--- src/core/scd_pkg.sv ---
// Shared constants of the card clock divider and its host controller
package scd_pkg;
  // ----------------------------------------------------------------
  // Divider selection codes, formed as {bit0, bit1} of the byte
  // ----------------------------------------------------------------
  localparam logic [1:0] RATIO_OFF  = 2'h0;
  localparam logic [1:0] RATIO_DIV1 = 2'h1;
  localparam logic [1:0] RATIO_DIV2 = 2'h2;
  localparam logic [1:0] RATIO_DIV4 = 2'h3;

  // ----------------------------------------------------------------
  // Command byte fields (bit 7 travels first)
  // ----------------------------------------------------------------
  localparam int BIT_RATIO_HI = 0;
  localparam int BIT_RATIO_LO = 1;
  localparam int BIT_SLOPE    = 2;
  localparam int BIT_MODE     = 3;
  localparam int BIT_RESET    = 4;
  localparam int ADDR_LSB     = 5;
  localparam int ADDR_W       = 3;
  localparam int FRAME_BITS   = 8;

  // Readback byte fields
  localparam int ST_CARD_OV = 7;
  localparam int ST_CARD_UV = 6;
  localparam int ST_BAT_OV  = 5;
  localparam int ST_BAT_UV  = 4;
  localparam int ST_CRST    = 3;
  localparam int ST_SLOPE   = 2;

  // Reset values of the device settings
  localparam logic [1:0] RST_RATIO = RATIO_OFF;
  localparam logic       RST_SLOPE = 1'b0;
  localparam logic       RST_MODE  = 1'b0;
  localparam logic       RST_CRST  = 1'b0;

  // ----------------------------------------------------------------
  // Timing
  // ----------------------------------------------------------------
  localparam int CLK_HZ          = 40_000_000;
  localparam int CARD_CLK_MAX_HZ = 20_000_000;
  localparam int CLKIN_MIN_DIV   = (CLK_HZ + CARD_CLK_MAX_HZ - 1) / CARD_CLK_MAX_HZ;
  localparam int CLKIN_DIV_DEF   = 4;
  localparam int SPI_HALF_DEF    = 8;
  localparam int RATIO_PULSES    = 4;
  localparam int SYNC_MARGIN     = 4;

  // ----------------------------------------------------------------
  // Host controller register map (byte addresses)
  // ----------------------------------------------------------------
  localparam logic [7:0] WB_TX       = 8'h00;
  localparam logic [7:0] WB_STAT     = 8'h04;
  localparam logic [7:0] WB_IRQ_STAT = 8'h08;
  localparam logic [7:0] WB_IRQ_CLR  = 8'h0c;
  localparam logic [7:0] WB_IRQ_EN   = 8'h10;
  localparam int STAT_BUSY   = 0;
  localparam int STAT_INT    = 1;
  localparam int STAT_RX_LSB = 8;
  localparam int IRQ_DONE    = 0;
  localparam int IRQ_FAULT   = 1;
endpackage

--- src/core/scd_if.sv ---
// Link between the card clock divider and its host controller
interface scd_if;
  logic clk_in;
  logic cs_n;
  logic sclk;
  logic mosi;
  logic miso;
  logic int_n;
  modport dev (input clk_in, input cs_n, input sclk, input mosi, output miso, output int_n);
  modport hst (output clk_in, output cs_n, output sclk, output mosi, input miso, input int_n);
endinterface

--- src/core/scd_device.sv ---
// Card clock divider with serial programming port and supply supervision
//
// How it works
// - Code selects low, divide 1, 2, 4
// - Final flop gives 50% duty
// - Ratio switch within four input pulses
// - Host clock duty 46-56% for ratio 1
// - Host keeps card clock at most 20 MHz
// - Host input clock at most 20 MHz
// - Slope from command byte, ratio-independent
// - Slope changeable at any time
// - Slope write also loads card reset from bit 4
// - Bit 2 taken at chip select rise, bit 3 at an input fall
// - Input clock, bit 0 steered by mode
// - Card supply fault sets status, interrupt
// - Battery fault updates readback status bits
// - Settings latch on chip select rise
module scd_device
  import scd_pkg::*;
#(
  parameter logic [ADDR_W-1:0] CHIP_ADDR = 3'h3   // Arbitrary value
) (
  input  wire logic clk,
  input  wire logic sys_rst,
  scd_if.dev        link,
  input  wire logic card_over_v,
  input  wire logic card_under_v,
  input  wire logic bat_over_v,
  input  wire logic bat_under_v,
  output logic      card_clock_out,
  output logic      gentle_edge_rate,
  output logic      sharp_edge_rate,
  output logic      card_reset_line
);
  import scd_pkg::*;

  // ----------------------------------------------------------------
  // Pin synchronisers
  // ----------------------------------------------------------------
  logic [1:0] cin_s;
  logic [1:0] cs_s;
  logic [1:0] sck_s;
  logic [1:0] mosi_s;
  logic [3:0] flt_s0;
  logic [3:0] flt_s1;
  logic       cin_d;
  logic       cs_d;
  logic       sck_d;

  // Two flops per pin, then a third copy of input clock, chip select and serial clock for edge detection
  always_ff @(posedge clk) begin
    cin_s  <= {cin_s[0], link.clk_in};
    cs_s   <= {cs_s[0], link.cs_n};
    sck_s  <= {sck_s[0], link.sclk};
    mosi_s <= {mosi_s[0], link.mosi};
    flt_s0 <= {card_over_v, card_under_v, bat_over_v, bat_under_v};
    flt_s1 <= flt_s0;
    cin_d  <= cin_s[1];
    cs_d   <= cs_s[1];
    sck_d  <= sck_s[1];
  end

  // Edge strobes, all from the second flop onward
  wire in_rise  = cin_s[1] & ~cin_d;
  wire in_fall  = ~cin_s[1] & cin_d;
  wire cs_fall  = ~cs_s[1] & cs_d;
  wire cs_rise  = cs_s[1] & ~cs_d;
  wire sck_rise = sck_s[1] & ~sck_d;
  wire sck_fall = ~sck_s[1] & sck_d;

  // ----------------------------------------------------------------
  // Serial port
  // ----------------------------------------------------------------
  logic [7:0] shift_q;
  logic [3:0] bcnt_q;
  logic [7:0] tx_q;
  logic [1:0] ratio_q;
  logic [1:0] pend_q;
  logic       slope_q;
  logic       mode_q;
  logic       b0_q;
  logic       crst_q;
  logic [1:0] card_flt_q;
  logic [1:0] card_flt_d;
  logic       int_n_q;

  wire       frame_ok = cs_rise & (bcnt_q == 4'(FRAME_BITS));
  wire       addr_hit = shift_q[ADDR_LSB +: ADDR_W] == CHIP_ADDR;
  wire [7:0] status_b = {card_flt_q, flt_s1[1:0], crst_q, slope_q, ratio_q};

  // Shift in on clock rise, out on fall; input cleared and readback loaded at frame start
  always_ff @(posedge clk) begin
    if (sys_rst) begin
      shift_q <= 8'h00;
      bcnt_q  <= 4'h0;
      tx_q    <= 8'h00;
    end else if (cs_fall) begin
      shift_q <= 8'h00;
      bcnt_q  <= 4'h0;
      tx_q    <= status_b;
    end else if (!cs_s[1]) begin
      if (sck_rise && bcnt_q != 4'(FRAME_BITS)) begin
        shift_q <= {shift_q[6:0], mosi_s[1]};
        bcnt_q  <= bcnt_q + 4'h1;
      end
      if (sck_fall) begin
        tx_q <= {tx_q[6:0], 1'b0};
      end
    end
  end

  // Latch settings only for a whole byte addressed to this chip
  always_ff @(posedge clk) begin
    if (sys_rst) begin
      pend_q  <= RST_RATIO;
      slope_q <= RST_SLOPE;
      mode_q  <= RST_MODE;
      b0_q    <= 1'b0;
      crst_q  <= RST_CRST;
    end else if (frame_ok && addr_hit) begin
      pend_q  <= {shift_q[BIT_RATIO_HI], shift_q[BIT_RATIO_LO]};
      slope_q <= shift_q[BIT_SLOPE];
      mode_q  <= shift_q[BIT_MODE];
      b0_q    <= shift_q[BIT_RATIO_HI];
      crst_q  <= shift_q[BIT_RESET];
    end
  end

  // ----------------------------------------------------------------
  // Divider
  // ----------------------------------------------------------------
  logic div_q;
  logic cnt_q;
  logic mode_on_q;

  // A new ratio or mode is taken only at an input fall inside a low
  // card clock phase, so no runt phase ever reaches the card; the wait
  // stays inside one /4 period. Unchanged settings never restart it.
  wire pend_chg = (pend_q != ratio_q) | (mode_q != mode_on_q);
  wire boundary = pend_chg & in_fall & ((ratio_q == RATIO_DIV1) | ~div_q);

  // Both divided ratios toggle on input rises only, hence 50% duty
  always_ff @(posedge clk) begin
    if (sys_rst) begin
      ratio_q   <= RST_RATIO;
      mode_on_q <= RST_MODE;
      div_q     <= 1'b0;
      cnt_q     <= 1'b0;
    end else if (boundary) begin
      ratio_q   <= pend_q;
      mode_on_q <= mode_q;
      div_q     <= 1'b0;
      cnt_q     <= 1'b0;
    end else if (ratio_q == RATIO_DIV1) begin
      div_q <= cin_s[1];
    end else if (in_rise) begin
      case (ratio_q)
        RATIO_DIV2: begin
          div_q <= ~div_q;
        end
        RATIO_DIV4: begin
          cnt_q <= ~cnt_q;
          if (cnt_q) begin
            div_q <= ~div_q;
          end
        end
        default: begin
          div_q <= 1'b0;
        end
      endcase
    end
  end

  // ----------------------------------------------------------------
  // Card pins
  // ----------------------------------------------------------------
  // Mode picks divided input clock or the static bit 0 level
  wire clk_src = mode_on_q ? b0_q : div_q;

  always_ff @(posedge clk) begin
    if (sys_rst) begin
      card_clock_out   <= 1'b0;
      gentle_edge_rate <= 1'b1;
      sharp_edge_rate  <= 1'b0;
      card_reset_line  <= RST_CRST;
    end else begin
      card_clock_out   <= clk_src;
      gentle_edge_rate <= ~slope_q;
      sharp_edge_rate  <= slope_q;
      card_reset_line  <= crst_q;
    end
  end

  // ----------------------------------------------------------------
  // Supply supervision
  // ----------------------------------------------------------------
  // Sticky card faults; a fresh fault wins over the read-clear
  assign card_flt_d = flt_s1[3:2] | (card_flt_q & {2{~frame_ok}});

  always_ff @(posedge clk) begin
    if (sys_rst) begin
      card_flt_q <= 2'h0;
      int_n_q    <= 1'b1;
    end else begin
      card_flt_q <= card_flt_d;
      int_n_q    <= ~(|card_flt_q);
    end
  end

  assign link.miso  = tx_q[7];
  assign link.int_n = int_n_q;
endmodule // scd_device

--- src/flat_wrapper.sv ---
// flat-port wrapper written by rule: the top's interface ports become plain ports
module scd_device_flat import scd_pkg::*;
#(
  parameter logic [ADDR_W-1:0] CHIP_ADDR = 3'h3                     
)
  (clk, sys_rst, card_over_v, card_under_v, bat_over_v, bat_under_v, card_clock_out, gentle_edge_rate, sharp_edge_rate, card_reset_line, link_clk_in, link_cs_n, link_sclk, link_mosi, link_miso, link_int_n);
  scd_if link_i ();
  input  wire logic clk;
  input  wire logic sys_rst;
  input  wire logic card_over_v;
  input  wire logic card_under_v;
  input  wire logic bat_over_v;
  input  wire logic bat_under_v;
  output logic card_clock_out;
  output logic gentle_edge_rate;
  output logic sharp_edge_rate;
  output logic card_reset_line;
  input wire logic [$bits(link_i.clk_in)-1:0] link_clk_in;
  input wire logic [$bits(link_i.cs_n)-1:0] link_cs_n;
  input wire logic [$bits(link_i.sclk)-1:0] link_sclk;
  input wire logic [$bits(link_i.mosi)-1:0] link_mosi;
  output wire logic [$bits(link_i.miso)-1:0] link_miso;
  output wire logic [$bits(link_i.int_n)-1:0] link_int_n;
  assign link_i.clk_in = link_clk_in;
  assign link_i.cs_n = link_cs_n;
  assign link_i.sclk = link_sclk;
  assign link_i.mosi = link_mosi;
  assign link_miso = link_i.miso;
  assign link_int_n = link_i.int_n;
  scd_device #(.CHIP_ADDR(CHIP_ADDR)) u_core (.clk(clk), .sys_rst(sys_rst), .link(link_i), .card_over_v(card_over_v), .card_under_v(card_under_v), .bat_over_v(bat_over_v), .bat_under_v(bat_under_v), .card_clock_out(card_clock_out), .gentle_edge_rate(gentle_edge_rate), .sharp_edge_rate(sharp_edge_rate), .card_reset_line(card_reset_line));
endmodule
--- config.mk ---
export PLATFORM = sky130hd
export DESIGN_NAME = scd_device_flat
export DESIGN_NICKNAME = d
export VERILOG_FILES = /design/src/core/scd_pkg.sv /design/src/core/scd_if.sv /design/src/core/scd_device.sv /design/src/flat_wrapper.sv
export SDC_FILE = /design/constraint.sdc
export NUM_CORES = 1
export LEC_CHECK = 0
export BUFFER_PORTS_ARGS = -buffer_cell sky130_fd_sc_hd__clkbuf_2
export CAP_MARGIN = 5
export CORE_ASPECT_RATIO = 0.5
export CORE_UTILIZATION = 61
export DETAILED_ROUTE_END_ITERATION = 6
export PLACE_DENSITY = 0.89
export SYNTH_ARGS = -nofsm -noshare
export SYNTH_HDL_FRONTEND = slang
export SYNTH_SLANG_ARGS = --single-unit
--- constraint.sdc ---
create_clock -name clk -period 4.02 [get_ports clk]
set_clock_uncertainty 0.2 [all_clocks]
set_input_delay 0.201 -clock clk [delete_from_list [all_inputs] [get_ports clk]]
set_output_delay 0.201 -clock clk [all_outputs]
set_load 0.01 [all_outputs]
==> results.md <==
* WL per Instance at 13.4 um
* Crit path kind: reg -> reg
* Synthesized cell area at 1940 um^2
* Clock Tree Buf Depth at 2
* Hold WC Path Type: reg -> reg
* Post-synth top cells: dfxtp_1, nor2_1, a21oi_1, mux2i_1, nand2_1
* DIE AREA at 3430 um^2
* Max Cap Viol at 0
* WHS Endpoint: u_core.sck_s[1]
* Post-DRT Antenna Nets at 0
* Post-DP Area at 2020 um^2
* FF-to-FF Start: u_core.cs_s[1]
* Worst Hold Path Cells at 0
* Clk slew on worst S/H paths at 90 ps
* Peak fanout along the critical path at 12
* Ys async rst share at 0%
* Critical path startpoint category: flop
* Worst slew pin tran at 692 ps
* # resized after CTS at 0
* Reg-to-reg slack, setup at 1990 ps
* Min-delay src: u_core.sck_s[0]
* TritonRoute pass-1 iters at 4
* Post-synth EDFFs at 0
* Pwr per Cell Area at 444 nW/um^2
* Most frequent cell after synthesis: dfxtp_1
* # fillers at 207
* Psw at 201 uW
* Row count at 14
* # nets final at 220
* Fin area at 2210 um^2
* Final setup viols at 0
* Status: finished clean
* Rel. slew slack at 53.7%
* Hold Violations, Final at 0
* Cell taking the most area after synthesis: dfxtp_1
* Seq pwr share at 59.4%
* H-tree depth at 2
* Setup Fix Bufs, Post-CTS at 0
* Comb power frac at 4.9%
* CTS tree: yes
* Cell family with most CP delay: simple AND/OR/NAND/NOR gates
* Crit share post-route at 50.5%
* DP Cell Count at 233
* Critical Path AT at 2000 ps
* Congestion Overflow GR at 0
* Yosys warnings at 0
* P&R area growth vs syn at 13.8%
* Share of layout cells above drive strength 1 at 13.9%
* First-pass GRT wire length at 5640 um
* Initial antenna violation count at 0
* Residual DRC at 0
* Later-pin clock latency in the skew report at 290 ps
* Non-filler cells, final at 249
* Gpl congestion at 0.807
* Switch share at 20.5%
* Num CTS Buffers at 5
* Initial drt markers at 85
* Crit path buffers/inverters at 0
* Setup TNS at 0 ps
* Syn Inst Count at 186
* Slowest Stage Delay on Critical Path at 620 ps
* Pleak at 0.843 nW
* Vias per cell at 5.31
* Diode count at 0
* Die Height at 41.9 um
* Post-synthesis cell type count at 31
* CP required at 4000 ps
* Die X at 81.8 um
* Setup ws final at 1990 ps
* Critical path's slowest cell: nor3b_2
* Max Fclk at 493 MHz
* Synthesized area per cell at 10.4 um^2
* Net Count, Synth at 198
* Vias at 1322
* Clk root buf: clkbuf_8
* Global-route total usage across every layer at 22.2%
* Post-layout min period at 2030 ps
* IO Port Bufs at 15
* DP Wirelength at 2080 um
* Max-slew violations at 0
* FF-to-FF End: u_core.bcnt_q[0]
* WL final at 3340 um
* Hold Slack at 132 ps
* P_int at 780 uW
* Setup WS pre-CTS at 2070 ps
* Yosys reg bits at 56
* Unrepaired setup endpoints after global routing: no
* Starting Density at 64.5%
* Area fraction of the dominant cell type after synthesis at 57.7%
* Crit. End Element: flop
* Seq/Total Area, Yosys at 57.7%
* Sequential cell area at 1120 um^2
* Critical path, cell by cell: nor3b_2 > nand2_1 > xnor2_1 > nor2_1
* Vias in the first global route at 1271
* Clock network power share at 35.7%
* Largest net degree at the start of global routing at 25
* Worst reg-to-reg path cell count at 4
* Synth top area cells: dfxtp_1, mux2i_1, nor2_1, a21oi_1, nand3_1
* Synth Flop Type: dfxtp_1
* Multi-input gate area at 762 um^2
* Peak supply drop at 0.000292 V
* Hold buffers post-CTS at 8
* Clk sink count at 56
* Top Ports at 16
* Core ar. at 3010 um^2
registers in the layout, summed over array words and instances (netlist names), 2 cells and up:
register,flops
u_core.mosi_s,2
u_core.ratio_q,2
u_core.cin_s,2
u_core.shift_q,8
u_core.bcnt_q,4
u_core.cs_s,2
u_core.tx_q,8
u_core.sck_s,2
u_core.card_flt_q,2
u_core.flt_s0,4
u_core.flt_s1,4
area by class of cell:
cell class | instances | area share, %
flip-flops and latches | 56 | 50.7
multi-input cells | 118 | 34.5
repair buffers | 23 | 7.02
clock buffers | 6 | 3.28
well taps | 40 | 2.26
clock inverters | 2 | 1.58
inverters | 4 | 0.679
layout by cell type (no fill, tap or decap), types with 3 or more instances in the layout:
cell type,instances
clkbuf_8,5
nand3_1,12
dlygate4sd3_1,8
nand2_1,14
clkbuf_2,15
dfxtp_1,56
inv_1,4
nand2b_1,5
a21oi_1,14
nor2_1,21
xor2_1,3
a211oi_1,7
nor2b_1,3
mux2i_1,14
xnor2_1,4
worst max-delay path by stage:
stage | slack [ps] | cells after the start | from | endpoint
after floorplan | 2390 | 5 | u_core.bcnt_q[0] | u_core.crst_q
after global placement | 2140 | 4 | u_core.cs_s[1] | u_core.bcnt_q[0]
after detailed placement | 2070 | 4 | u_core.cs_s[1] | u_core.bcnt_q[0]
after CTS | 1990 | 4 | u_core.cs_s[1] | u_core.bcnt_q[0]
after global routing | 1880 | 4 | u_core.cs_s[1] | u_core.bcnt_q[0]
final | 1990 | 4 | u_core.cs_s[1] | u_core.bcnt_q[0]
per-layer routing:
layer	share of wire, %	up-vias	global-route usage [%]
met5	0	-	0
met4	0.81	0	5.61
met3	4.1	4	7.47
met2	48	28	36.7
met1	47	615	27.9
li1	-	675	-
cell families (layout without fill, tap and decap cells):
logic type      Yosys count  in the layout  synth area share [%]
compound gates           28             28                  8.95
xor+xnor                  7              7                  3.16
fa+ha+maj                 2              2                  1.29
buf+inv                  12             35                  3.09
flops                    56             56                  57.7
mux                      15             15                  7.79
simple gates             66             66                  18.0
power by group through the flow:
stage	clock (mW)	sequential (mW)	combinational, mW
after floorplan	0	0.593	0.0312
after global placement	0	0.594	0.0393
after detailed placement	0	0.595	0.0409
after CTS	0.359	0.582	0.0473
after global routing	0.382	0.584	0.0528
final	0.350	0.583	0.0478
through the flow:
stage	total power [mW]	util (%)
after floorplan	0.624	-
after global placement	0.633	67.2
after detailed placement	0.636	67.2
after CTS	0.988	73.4
after global routing	1.02	73.4
final	0.981	73.4
Power figures use the tool's default switching activity.
